`src/design/serial_master_params.svh`:
```
// constants for the slotted serial master: commands, timing counts, sizes
`ifndef SERIAL_MASTER_PARAMS_SVH
`define SERIAL_MASTER_PARAMS_SVH
`define CLK_FREQ_KHZ 40000
`define BIT_RATE_KBPS 1000
`define HALF_BIT_CYCLES ((`CLK_FREQ_KHZ / `BIT_RATE_KBPS) / 2)
`define TICK_DIVIDE 128
`define SLOT_TIME_US 1000
`define TIMEOUT_TIME_US 10
`define TICK_PERIOD_NS ((`TICK_DIVIDE * 1000000) / `CLK_FREQ_KHZ)
`define SLOT_TICKS ((`SLOT_TIME_US * 1000) / `TICK_PERIOD_NS)
`define TIMEOUT_TICKS ((`TIMEOUT_TIME_US * 1000) / `TICK_PERIOD_NS)
`define CHAR_BITS 8
`define CMD_STATUS 8'h00
`define CMD_RECEIVE 2'h1
`define CMD_TRANSMIT 2'h2
`define CMD_EXCHANGE 2'h3
`define REPLY_TX_COUNT 2'h1
`define BUFFER_SIZE 6'h08
`endif

```
`src/design/serial_master_pkg.sv`:
```
// types for the slotted serial master
package serial_master_pkg;
   typedef enum logic [3:0] {
      ST_IDLE = 4'h0,
      ST_SELECT_WAIT = 4'h1,
      ST_CMD = 4'h2,
      ST_CMD_WAIT = 4'h3,
      ST_DATA = 4'h4,
      ST_SLOT_END = 4'h5,
      ST_SWITCH = 4'h6
   } seq_state_e;
   typedef enum logic [1:0] {
      SLOT_STATUS = 2'h0,
      SLOT_TX = 2'h1,
      SLOT_XCHG = 2'h2,
      SLOT_RX = 2'h3
   } slot_kind_e;
endpackage

```
`src/design/char_shifter.sv`:
```
// one-character serial shifter: type 1 phase, msb first, eight bits
`timescale 1ns/1ps
`default_nettype none
`include "serial_master_params.svh"
module char_shifter
   import serial_master_pkg::*;
#(
   parameter int HALF_BIT = `HALF_BIT_CYCLES
) (
   // clock and reset
   input wire logic i_clock,
   input wire logic i_arst_n,
   // character request
   input wire logic i_start,
   input wire logic [7:0] i_tx_byte,
   output logic o_busy,
   output logic o_done,
   output logic [7:0] o_rx_byte,
   // serial pins
   output logic o_shift_clock_out,
   output logic o_serial_data_out,
   input wire logic i_serial_data_in
);
   typedef struct packed {
      logic active;
      logic [7:0] shreg;
      logic [7:0] rx;
      logic [3:0] bits;
      logic [15:0] div;
      logic sck;
      logic sdo;
      logic done;
   } shift_s;
   shift_s state_reg;
   shift_s state_next;

   // type 1: data out on falling edge, sampled on rising edge, clock idles high
   always_comb begin
      state_next = state_reg;
      state_next.done = 1'b0;
      if (!state_reg.active) begin
         if (i_start) begin
            state_next.active = 1'b1;
            state_next.shreg = {i_tx_byte[6:0], 1'b0};
            state_next.sdo = i_tx_byte[7];
            state_next.bits = 4'h0;
            state_next.div = 16'h0000;
            state_next.sck = 1'b1;
         end
      end else if (state_reg.div == 16'(HALF_BIT - 1)) begin
         state_next.div = 16'h0000;
         if (state_reg.sck) begin
            // falling edge: next bit out; the first bit already stands from the start
            state_next.sck = 1'b0;
            if (state_reg.bits != 4'h0) begin
               state_next.sdo = state_reg.shreg[7];
               state_next.shreg = {state_reg.shreg[6:0], 1'b0};
            end
         end else begin
            // rising edge: sample msb-first; data out holds so the slave sees it settled
            state_next.sck = 1'b1;
            state_next.rx = {state_reg.rx[6:0], i_serial_data_in};
            if (state_reg.bits == 4'(`CHAR_BITS - 1)) begin
               state_next.active = 1'b0;
               state_next.done = 1'b1;
            end else begin
               state_next.bits = state_reg.bits + 4'h1;
            end
         end
      end else begin
         state_next.div = state_reg.div + 16'h0001;
      end
   end

   always_ff @(posedge i_clock or negedge i_arst_n) begin
      if (!i_arst_n) begin
         state_reg <= '{active: 1'b0, shreg: 8'h00, rx: 8'h00, bits: 4'h0,
                        div: 16'h0000, sck: 1'b1, sdo: 1'b1, done: 1'b0};
      end else begin
         state_reg <= state_next;
      end
   end

   assign o_busy = state_reg.active;
   assign o_done = state_reg.done;
   assign o_rx_byte = state_reg.rx;
   assign o_shift_clock_out = state_reg.sck;
   assign o_serial_data_out = state_reg.sdo;
endmodule
`default_nettype wire

```
`src/design/slot_sequencer.sv`:
```
// slotted serial master: status, transmit, exchange and receive slots on two slaves
`timescale 1ns/1ps
`default_nettype none
`include "serial_master_params.svh"
module slot_sequencer
   import serial_master_pkg::*;
#(
   parameter int TICK_DIV = `TICK_DIVIDE,
   parameter int SLOT_TICKS = `SLOT_TICKS,
   parameter int TIMEOUT_TICKS = `TIMEOUT_TICKS,
   parameter logic [5:0] BUF_SIZE = `BUFFER_SIZE
) (
   // clock and reset
   input wire logic i_clock,
   input wire logic i_arst_n,
   // serial link
   output logic o_shift_clock_out,
   output logic o_serial_data_out,
   input wire logic i_serial_data_in,
   // slave selection and handshake
   output logic o_slave_a_select_n,
   output logic o_slave_b_select_n,
   input wire logic i_slave_busy,
   // status
   output logic o_char_done_event,
   output logic o_slot_tick_event,
   output logic o_target_slave_flag,
   output logic [5:0] o_data_count,
   output logic o_slave_can_send,
   output logic o_timeout_event,
   output logic o_mismatch_event,
   output logic [7:0] o_error_count,
   output logic o_seq_done_event
);
   localparam int DIV_W = $clog2(TICK_DIV);

   typedef struct packed {
      seq_state_e st;
      slot_kind_e slot;
      logic [DIV_W-1:0] prediv;
      logic [15:0] slot_cnt;
      logic [15:0] to_cnt;
      logic flag;
      logic sel_a_n;
      logic sel_b_n;
      logic [5:0] count;
      logic [5:0] idx;
      logic can_send;
      logic [7:0] tx_base;
      logic [7:0] exp_base;
      logic start;
      logic [7:0] tx_byte;
      logic timeout_ev;
      logic mismatch_ev;
      logic [7:0] errors;
      logic done_ev;
   } seq_s;
   seq_s state_reg;
   seq_s state_next;

   logic char_busy;
   logic char_done;
   logic [7:0] rx_byte;
   logic tick;
   logic slot_tick;
   logic to_expired;

   // smaller of the reported count and the local buffer size
   function automatic logic [5:0] clamp_count(input logic [5:0] reported);
      clamp_count = (reported < BUF_SIZE) ? reported : BUF_SIZE;
   endfunction

   // command byte for a slot: kind in the top bits, count below; the status slot sends 00 without the count
   function automatic logic [7:0] slot_command(input slot_kind_e kind, input logic [5:0] n);
      case (kind)
         SLOT_TX: slot_command = {`CMD_TRANSMIT, n};
         SLOT_XCHG: slot_command = {`CMD_EXCHANGE, n};
         SLOT_RX: slot_command = {`CMD_RECEIVE, n};
         default: slot_command = `CMD_STATUS;
      endcase
   endfunction

   char_shifter #(
      .HALF_BIT(`HALF_BIT_CYCLES)
   ) u_shifter (
      .i_clock(i_clock),
      .i_arst_n(i_arst_n),
      .i_start(state_reg.start),
      .i_tx_byte(state_reg.tx_byte),
      .o_busy(char_busy),
      .o_done(char_done),
      .o_rx_byte(rx_byte),
      .o_shift_clock_out(o_shift_clock_out),
      .o_serial_data_out(o_serial_data_out),
      .i_serial_data_in(i_serial_data_in)
   );

   // timer enables: prescaler wrap, slot wrap and timeout reach
   assign tick = (state_reg.prediv == DIV_W'(TICK_DIV - 1));
   assign slot_tick = tick && (state_reg.slot_cnt == 16'(SLOT_TICKS - 1));
   assign to_expired = (state_reg.to_cnt >= 16'(TIMEOUT_TICKS));

   always_comb begin
      state_next = state_reg;
      state_next.start = 1'b0;
      state_next.timeout_ev = 1'b0;
      state_next.mismatch_ev = 1'b0;
      state_next.done_ev = 1'b0;
      // free-running prescaler and slot interval counter
      state_next.prediv = tick ? '0 : state_reg.prediv + 1'b1;
      if (tick) begin
         state_next.slot_cnt = slot_tick ? 16'h0000 : state_reg.slot_cnt + 16'h0001;
      end
      // timeout counter runs in busy-wait states only
      if ((state_reg.st == ST_SELECT_WAIT) || (state_reg.st == ST_CMD_WAIT)) begin
         if (tick) begin
            state_next.to_cnt = state_reg.to_cnt + 16'h0001;
         end
      end else begin
         state_next.to_cnt = 16'h0000;
      end

      case (state_reg.st)
         ST_IDLE: begin
            if (slot_tick) begin
               // one select low at a time, chosen by the flag
               state_next.sel_a_n = state_reg.flag;
               state_next.sel_b_n = ~state_reg.flag;
               state_next.to_cnt = 16'h0000;
               state_next.st = ST_SELECT_WAIT;
            end
         end
         ST_SELECT_WAIT: begin
            if (!i_slave_busy) begin
               state_next.tx_byte = slot_command(state_reg.slot, state_reg.count);
               state_next.start = 1'b1;
               state_next.st = ST_CMD;
            end else if (to_expired) begin
               state_next.timeout_ev = 1'b1;
               state_next.st = ST_SWITCH;
            end
         end
         ST_CMD: begin
            if (char_done) begin
               state_next.st = ST_CMD_WAIT;
            end
         end
         ST_CMD_WAIT: begin
            if (!i_slave_busy) begin
               state_next.idx = 6'h00;
               if (state_reg.slot != SLOT_STATUS && state_reg.count == 6'h00) begin
                  state_next.st = ST_SLOT_END;
               end else begin
                  state_next.tx_byte = state_reg.tx_base;
                  state_next.start = 1'b1;
                  state_next.st = ST_DATA;
               end
            end else if (to_expired) begin
               state_next.timeout_ev = 1'b1;
               state_next.st = ST_SWITCH;
            end
         end
         ST_DATA: begin
            if (char_done) begin
               case (state_reg.slot)
                  SLOT_STATUS: begin
                     // reply: top bits tell direction, low six bits the count
                     state_next.count = clamp_count(rx_byte[5:0]);
                     state_next.can_send = (rx_byte[7:6] == `REPLY_TX_COUNT);
                  end
                  SLOT_XCHG: begin
                     // slave echoes complement of last slot's pattern
                     if (rx_byte != ~(state_reg.exp_base + {2'h0, state_reg.idx})) begin
                        state_next.mismatch_ev = 1'b1;
                        state_next.errors = state_reg.errors + 8'h01;
                     end
                  end
                  SLOT_RX: begin
                     if (rx_byte != ~(state_reg.exp_base + {2'h0, state_reg.idx})) begin
                        state_next.mismatch_ev = 1'b1;
                        state_next.errors = state_reg.errors + 8'h01;
                     end
                  end
                  default: begin
                  end
               endcase
               if (state_reg.slot == SLOT_STATUS ||
                   state_reg.idx + 6'h01 >= state_reg.count) begin
                  state_next.st = ST_SLOT_END;
               end else begin
                  state_next.idx = state_reg.idx + 6'h01;
                  // increment pattern: base plus character index
                  state_next.tx_byte = state_reg.tx_base + {2'h0, state_reg.idx} + 8'h01;
                  state_next.start = 1'b1;
               end
            end
         end
         ST_SLOT_END: begin
            // deselect both slaves, then prepare next slot
            state_next.sel_a_n = 1'b1;
            state_next.sel_b_n = 1'b1;
            state_next.st = ST_IDLE;
            case (state_reg.slot)
               SLOT_STATUS: state_next.slot = SLOT_TX;
               SLOT_TX: begin
                  // expected echo is the just-sent pattern; next pattern follows on
                  state_next.exp_base = state_reg.tx_base;
                  state_next.tx_base = state_reg.tx_base + {2'h0, state_reg.count};
                  state_next.slot = SLOT_XCHG;
               end
               SLOT_XCHG: begin
                  state_next.exp_base = state_reg.tx_base;
                  state_next.tx_base = state_reg.tx_base + {2'h0, state_reg.count};
                  state_next.slot = SLOT_RX;
               end
               default: begin
                  state_next.st = ST_SWITCH;
               end
            endcase
         end
         ST_SWITCH: begin
            state_next.sel_a_n = 1'b1;
            state_next.sel_b_n = 1'b1;
            state_next.flag = ~state_reg.flag;
            state_next.slot = SLOT_STATUS;
            state_next.done_ev = 1'b1;
            state_next.st = ST_IDLE;
         end
         default: begin
            state_next.st = ST_IDLE;
         end
      endcase
   end

   always_ff @(posedge i_clock or negedge i_arst_n) begin
      if (!i_arst_n) begin
         state_reg <= '{st: ST_IDLE, slot: SLOT_STATUS, prediv: '0, slot_cnt: 16'h0000,
                        to_cnt: 16'h0000, flag: 1'b0, sel_a_n: 1'b1, sel_b_n: 1'b1,
                        count: 6'h00, idx: 6'h00, can_send: 1'b0, tx_base: 8'h00,
                        exp_base: 8'h00, start: 1'b0, tx_byte: 8'h00, timeout_ev: 1'b0,
                        mismatch_ev: 1'b0, errors: 8'h00, done_ev: 1'b0};
      end else begin
         state_reg <= state_next;
      end
   end

   // outputs straight from state except the slot tick, decoded from the prescaler and slot counter, and char done, taken from the shifter
   assign o_slave_a_select_n = state_reg.sel_a_n;
   assign o_slave_b_select_n = state_reg.sel_b_n;
   assign o_char_done_event = char_done;
   assign o_slot_tick_event = slot_tick;
   assign o_target_slave_flag = state_reg.flag;
   assign o_data_count = state_reg.count;
   assign o_slave_can_send = state_reg.can_send;
   assign o_timeout_event = state_reg.timeout_ev;
   assign o_mismatch_event = state_reg.mismatch_ev;
   assign o_error_count = state_reg.errors;
   assign o_seq_done_event = state_reg.done_ev;
endmodule
`default_nettype wire

```
`config.mk`:
```
export PLATFORM = sky130hd
export DESIGN_NAME = slot_sequencer
export DESIGN_NICKNAME = d
export VERILOG_FILES = /design/src/design/serial_master_pkg.sv /design/src/design/char_shifter.sv /design/src/design/slot_sequencer.sv
export VERILOG_INCLUDE_DIRS = /design/src /design/src/design
export SDC_FILE = /design/constraint.sdc
export NUM_CORES = 1
export LEC_CHECK = 0
export ABC_AREA = 1
export BUFFER_PORTS_ARGS = -buffer_cell sky130_fd_sc_hd__buf_2
export CORE_MARGIN = 5
export CORE_UTILIZATION = 42
export CTS_CLUSTER_SIZE = 20
export DETAILED_ROUTE_END_ITERATION = 6
export GPL_TIMING_DRIVEN = 0
export PLACE_DENSITY = 0.62
export SETUP_SLACK_MARGIN = 0.3
export SYNTH_ARGS = -nofsm -noshare
export SYNTH_HDL_FRONTEND = slang
export SYNTH_SLANG_ARGS = --single-unit
```
`constraint.sdc`:
```
create_clock -name i_clock -period 2.1 [get_ports i_clock]
set_clock_uncertainty 0.05 [all_clocks]
set_input_delay 0.63 -clock i_clock [delete_from_list [all_inputs] [get_ports i_clock]]
set_output_delay 0.63 -clock i_clock [all_outputs]
set_load 0.05 [all_outputs]
```
Yosys cells after proc, flatten, opt, wreduce, memory -nomap -nowiden:

Cells that the tools add are included.

* $add $sub $neg: 11
* order comparisons: 3
* reduce and logical (&&, ||, !) cells: 31
* mux-type cells: 60
* bitwise logic cells: 3
* equality and inequality tests: 29

Operators by type and width (number)
* $mux 9: 11
* $mux 16: 6
* $add 16x1->16 const B: 3
* $mux 22: 2
* $mux 4: 8
* $pmux 9 s3: 1
* $add 8x6->8: 3
* $pmux 4 s6: 1
* $pmux 8 s3: 1
* $ne 2x2->1 const B: 11
* $mux 21: 1
* $reduce_and 4->1: 5
* $mux 6: 3
* $add 8x1->8 const B: 2
* $eq 16x5->1 const B: 1
* $eq 16x9->1 const B: 1
* $eq 4x3->1 const B: 4
* $ge 16x2->1 const B: 1
* $mux 8: 2
* $mux 1: 14
* $mux 7: 2
* $mux 12: 1
* $pmux 6 s2: 1
* $reduce_bool 2->1: 5
* 31 further kinds: 47

* logic and storage cells: 164
* output and inout bits: 25
* flip-flop bits (word level): 137

Depth between registers and ports, before layout:

* word-level depth: 7
* mapped depth: 14
* depth with buffers taken out: 14

Hierarchy:

A second synthesis with hierarchy kept.

* cell total of the unflattened synthesis: 1105
* area, all modules: 8543.2 um^2

By module, submodules not included
* slot_sequencer: cells an instance 809, times used 1, area an instance 6256.0 um^2, sequential area each 2429.8 um^2
* char_shifter: cells an instance 296, times used 1, area an instance 2287.2 um^2, sequential area each 978.4 um^2

Worst setup path before layout:

OpenSTA, ideal clock, no wires.

* path kind: reg2reg
* from: reg state_reg[39] (netlist name)
* to: reg state_reg[15] (netlist name)
* slack: -0.028 ns
* setup time: 0.127 ns
* required time: 1.923 ns
* arrival time: 1.951 ns
* stages on the path, launching flop included: 13
* cell sequence: dfrtp_1 -> nand3_1 -> nand3b_1 -> xnor2_1 -> ha_1 -> a21oi_1 -> o21a_1 -> nand3_1 -> nor2_1 -> nand2_1 -> buf_2 -> nand3_1 -> nand3b_1

* word-level cells in the longest chain between the ends: 5
* elaborated cells between the ends (all ways): 10

RTL lines
* from (decl): line slot_sequencer.sv:58 `seq_s state_reg;`
* from (signal assigned): line slot_sequencer.sv:237 `state_reg <= '{st: ST_IDLE, slot: SLOT_STATUS, prediv: '0, slot_cnt: 16'h0000,`
* from (signal assigned): line slot_sequencer.sv:243 `state_reg <= state_next;`
* $add 8x6->8 / $add 6x1->6 (equally long branches): line slot_sequencer.sv:193, slot_sequencer.sv:188
* $add 8x1->8 / $ge 6x6->1 (equally long branches): line slot_sequencer.sv:193, slot_sequencer.sv:188
* $mux 9 / $logic_or 1x1->1 (equally long branches): line slot_sequencer.sv:187 `if (state_reg.slot == SLOT_STATUS ||`
* $mux 9 / $ne 2x2->1 (equally long branches)
* $pmux 9 s3 / $reduce_and 6->1 (equally long branches)

Several ways; a longest one is shown, not always the timed one. The select of a mux whose other input is x is not followed.
A chain may end at the register's enable or synchronous reset.

Final worst setup path:

* from: reg state_reg[85] (netlist name)
* to: out o_slot_tick_event

* word-level cells in the longest chain between the ends: 2

RTL lines
* $eq 7x7->1: line slot_sequencer.sv:99 `assign tick = (state_reg.prediv == DIV_W'(TICK_DIV - 1));`
* $logic_and 1x1->1: line slot_sequencer.sv:100 `assign slot_tick = tick && (state_reg.slot_cnt == 16'(SLOT_TICKS - 1));`
* to (decl): line slot_sequencer.sv:26 `output logic o_slot_tick_event,`

Every way passes these cells.

==> results.json <==
{
  "power_leakage_uw": 0.004856,
  "ys_seq_area_share_pct": 40.99,
  "antenna_left": 0,
  "gp_congestion": 0.8711,
  "clock.fmax_mhz": 413.0,
  "timing.slew.headroom_pct": 43.34,
  "row_count": 51,
  "wirelength_mm": 21.64,
  "initial_core_util_pct": 42.72,
  "violations": "negative setup slack",
  "endpoint_kind": "primary output",
  "critical_path_class": "reg2out",
  "die_y_microns": 150.7,
  "post_drt_via_cell_ratio": 5.125,
  "yosysMostFrequentCell": "nand2_1",
  "critPathMaxFanout": 2,
  "rsz0062_at_grt": "yes",
  "hold_violations": 0,
  "grt_antenna_before_repair": 0,
  "synthesis.nets": 1101,
  "clkTransAtPathRegs_ns": 0.06,
  "r2r_end": "state_reg[15]",
  "cp_data_required_time_ns": 1.42,
  "clk_latency_ns": 0.43,
  "dieArea_sq_um": 22710,
  "worstHoldPathType": "in2async",
  "final_cells": 1451,
  "setup_viol": 26,
  "synthTopCellsByArea": "dfrtp_1 (40%), nand2_1 (10%), nand3_1 (6.8%)",
  "routedWlPerCell_microns": 14.92,
  "cts_buffers": 17,
  "reg2reg_from": "state_reg[39]",
  "post-dp-hpwl_mm": 14.36,
  "synthesis.instances": 1056,
  "whs_ns": 0.09210,
  "slew_viol_final": 0,
  "grt_max_degree": 92,
  "die_x_microns": 150.7,
  "critPathArrivalTime_ns": 1.74,
  "cts.path.max_buffers": 2,
  "power_density_nw_per_um2": 553.0,
  "clockRootBuffer": "clkbuf_16",
  "synth.distinct_cells": 50,
  "drc_errors": 0,
  "maxCapViolations": 0,
  "gr-total-overflow": 0,
  "yosys_register_bits": 136,
  "fin_ws_ns": -0.3210,
  "syn_area_per_cell_sq_um": 7.873,
  "drive_gt1_share_pct": 27.82,
  "reg2reg_depth": 12,
  "antenna_cells": 0,
  "post-place-ws_ns": -0.3843,
  "dp.cells": 1350,
  "synth_edf_count": 0,
  "fin_crit_ns": 2.421,
  "drt_iter0_markers": 417,
  "syn_area_sq_um": 8314,
  "crit_path_start_kind": "register",
  "async_reset_ff_share_pct": 100.0,
  "largest_reg_flops": 76,
  "firstDrtPassIters": 5,
  "io_pins": 29,
  "finalNetCount": 1218,
  "htreeDepth": 4,
  "cts-hold-fix-buffers": 0,
  "grt_usage_pct": 19.39,
  "cts_tree": "done",
  "fin_crit_sh_pct": 115.3,
  "grt_pass1_vias": 7278,
  "io_buffers": 28,
  "ys_warn_count": 0,
  "ir_drop_mv": 0.5896,
  "cts_sinks": 136,
  "synth_top_flop_cell": "dfrtp_1",
  "r2r_setup_slack_ns": -0.23,
  "grt_pass1_wl_mm": 35.45,
  "tns_ns": -4.854,
  "status": "finished, violations left",
  "worst_pin_slew_ns": 0.8367,
  "netlist.area_leader.share_pct": 39.73,
  "area_delta_synth_final_pct": 30.11,
  "synth_top_area_cell": "dfrtp_1",
  "synthTopCellsByCount": "nand2_1 (223), dfrtp_1 (132), inv_1 (125)",
  "core_sq_um": 19460,
  "dr_total_vias": 7436
}
worst max-delay path by stage:
stage                       start                     end  slack, ns
finish              state_reg[85]       o_slot_tick_event      -0.32
global route        state_reg[84]       o_slot_tick_event      -0.44
CTS                 state_reg[85]       o_slot_tick_event      -0.37
detailed placement  state_reg[38]           state_reg[15]      -0.38
global placement         i_arst_n  u_shifter.o_rx_byte[7]      -1.69
floorplan           state_reg[39]           state_reg[15]      -0.03
placed cells by master (no fill, tap or decap), types with 4 or more instances in the layout:
| cell | count |
|---|---|
| a21oi_1 | 34 |
| a21oi_2 | 4 |
| buf_2 | 12 |
| buf_4 | 58 |
| buf_6 | 32 |
| buf_8 | 16 |
| clkbuf_16 | 18 |
| clkinvlp_4 | 6 |
| dfrtp_1 | 115 |
| dfrtp_2 | 17 |
| dfstp_2 | 4 |
| ha_1 | 28 |
| ha_4 | 8 |
| inv_1 | 107 |
| inv_2 | 17 |
| inv_4 | 4 |
| inv_6 | 6 |
| nand2_1 | 194 |
| nand2_2 | 31 |
| nand2_4 | 4 |
| nand3_1 | 91 |
| nand3_2 | 20 |
| nand3_4 | 4 |
| nand3b_1 | 8 |
| nand4_1 | 33 |
| nor2_1 | 79 |
| nor2_2 | 10 |
| nor2_4 | 11 |
| nor3_1 | 19 |
| nor3_2 | 6 |
| nor4_2 | 4 |
| o211ai_1 | 5 |
| o21ai_0 | 46 |
| o21ai_1 | 13 |
| o21ai_2 | 9 |
| o22ai_1 | 12 |
| xnor2_1 | 13 |
| xor2_1 | 35 |
logic make-up after synthesis:
kind of cell             after synthesis  synth area share, %
AO/OA/AOI/OAI                        142                9.917
XOR/XNOR                              50                5.267
adder cells (fa/ha/maj)               41                6.441
buffers and inverters                162                8.262
flip-flops                           136                40.99
other                                  1              0.04510
AND/OR/NAND/NOR                      524                29.07
power by group:
part / switching, uW / internal, uW
Sequential: 45.2 / 2670
Clock: 1260 / 1690
Combinational: 224 / 94.9
cell type report:
class | count | area, sq um
inverter | 130 | 501.7
fill | 1755 | 8645
timing repair buffer | 97 | 954.7
clock inverter | 14 | 137.6
sequential | 136 | 3430
buffer | 32 | 267.8
multi-input combinational | 759 | 4756
clock buffer | 18 | 439.2
tap | 265 | 331.6
routing by layer:
| layer | global-route usage, % | part of all wire [%] | vias up |
|---|---|---|---|
| met3 | 3.522 | 3.4 | 37 |
| met1 | 25.75 | 45 | 3524 |
| met5 | 0 | 0 | - |
| li1 | - | - | 3723 |
| met4 | 6.437 | 2.1 | 0 |
| met2 | 32.07 | 49 | 152 |
through the flow:
stage               power, uW  instance area, sq um  util, %
floorplan                2916                  8344        -
global placement         3030                  8816    45.30
global route             6221                 10820    55.58
detailed placement       3042                  8850    45.47
CTS                      6028                 10250    52.69
finish                   5982                 10820    55.58
worst max-delay path, stage by stage, from the launching register on:
cell,delay (ns)
dfrtp_1,0.35
ha_2,0.20
nand2_2,0.07
nor3_4,0.12
buf_4,0.13
nand4_1,0.17
inv_4,0.12
buf_8,0.15
what timing repair did:
item	CTS	global route
endpoints found under the setup margin	81	120
cloned	3	1
pin swaps	40	52
buffers inserted	42	23
resized for setup	139	108
(Power assumes the default switching activity.)
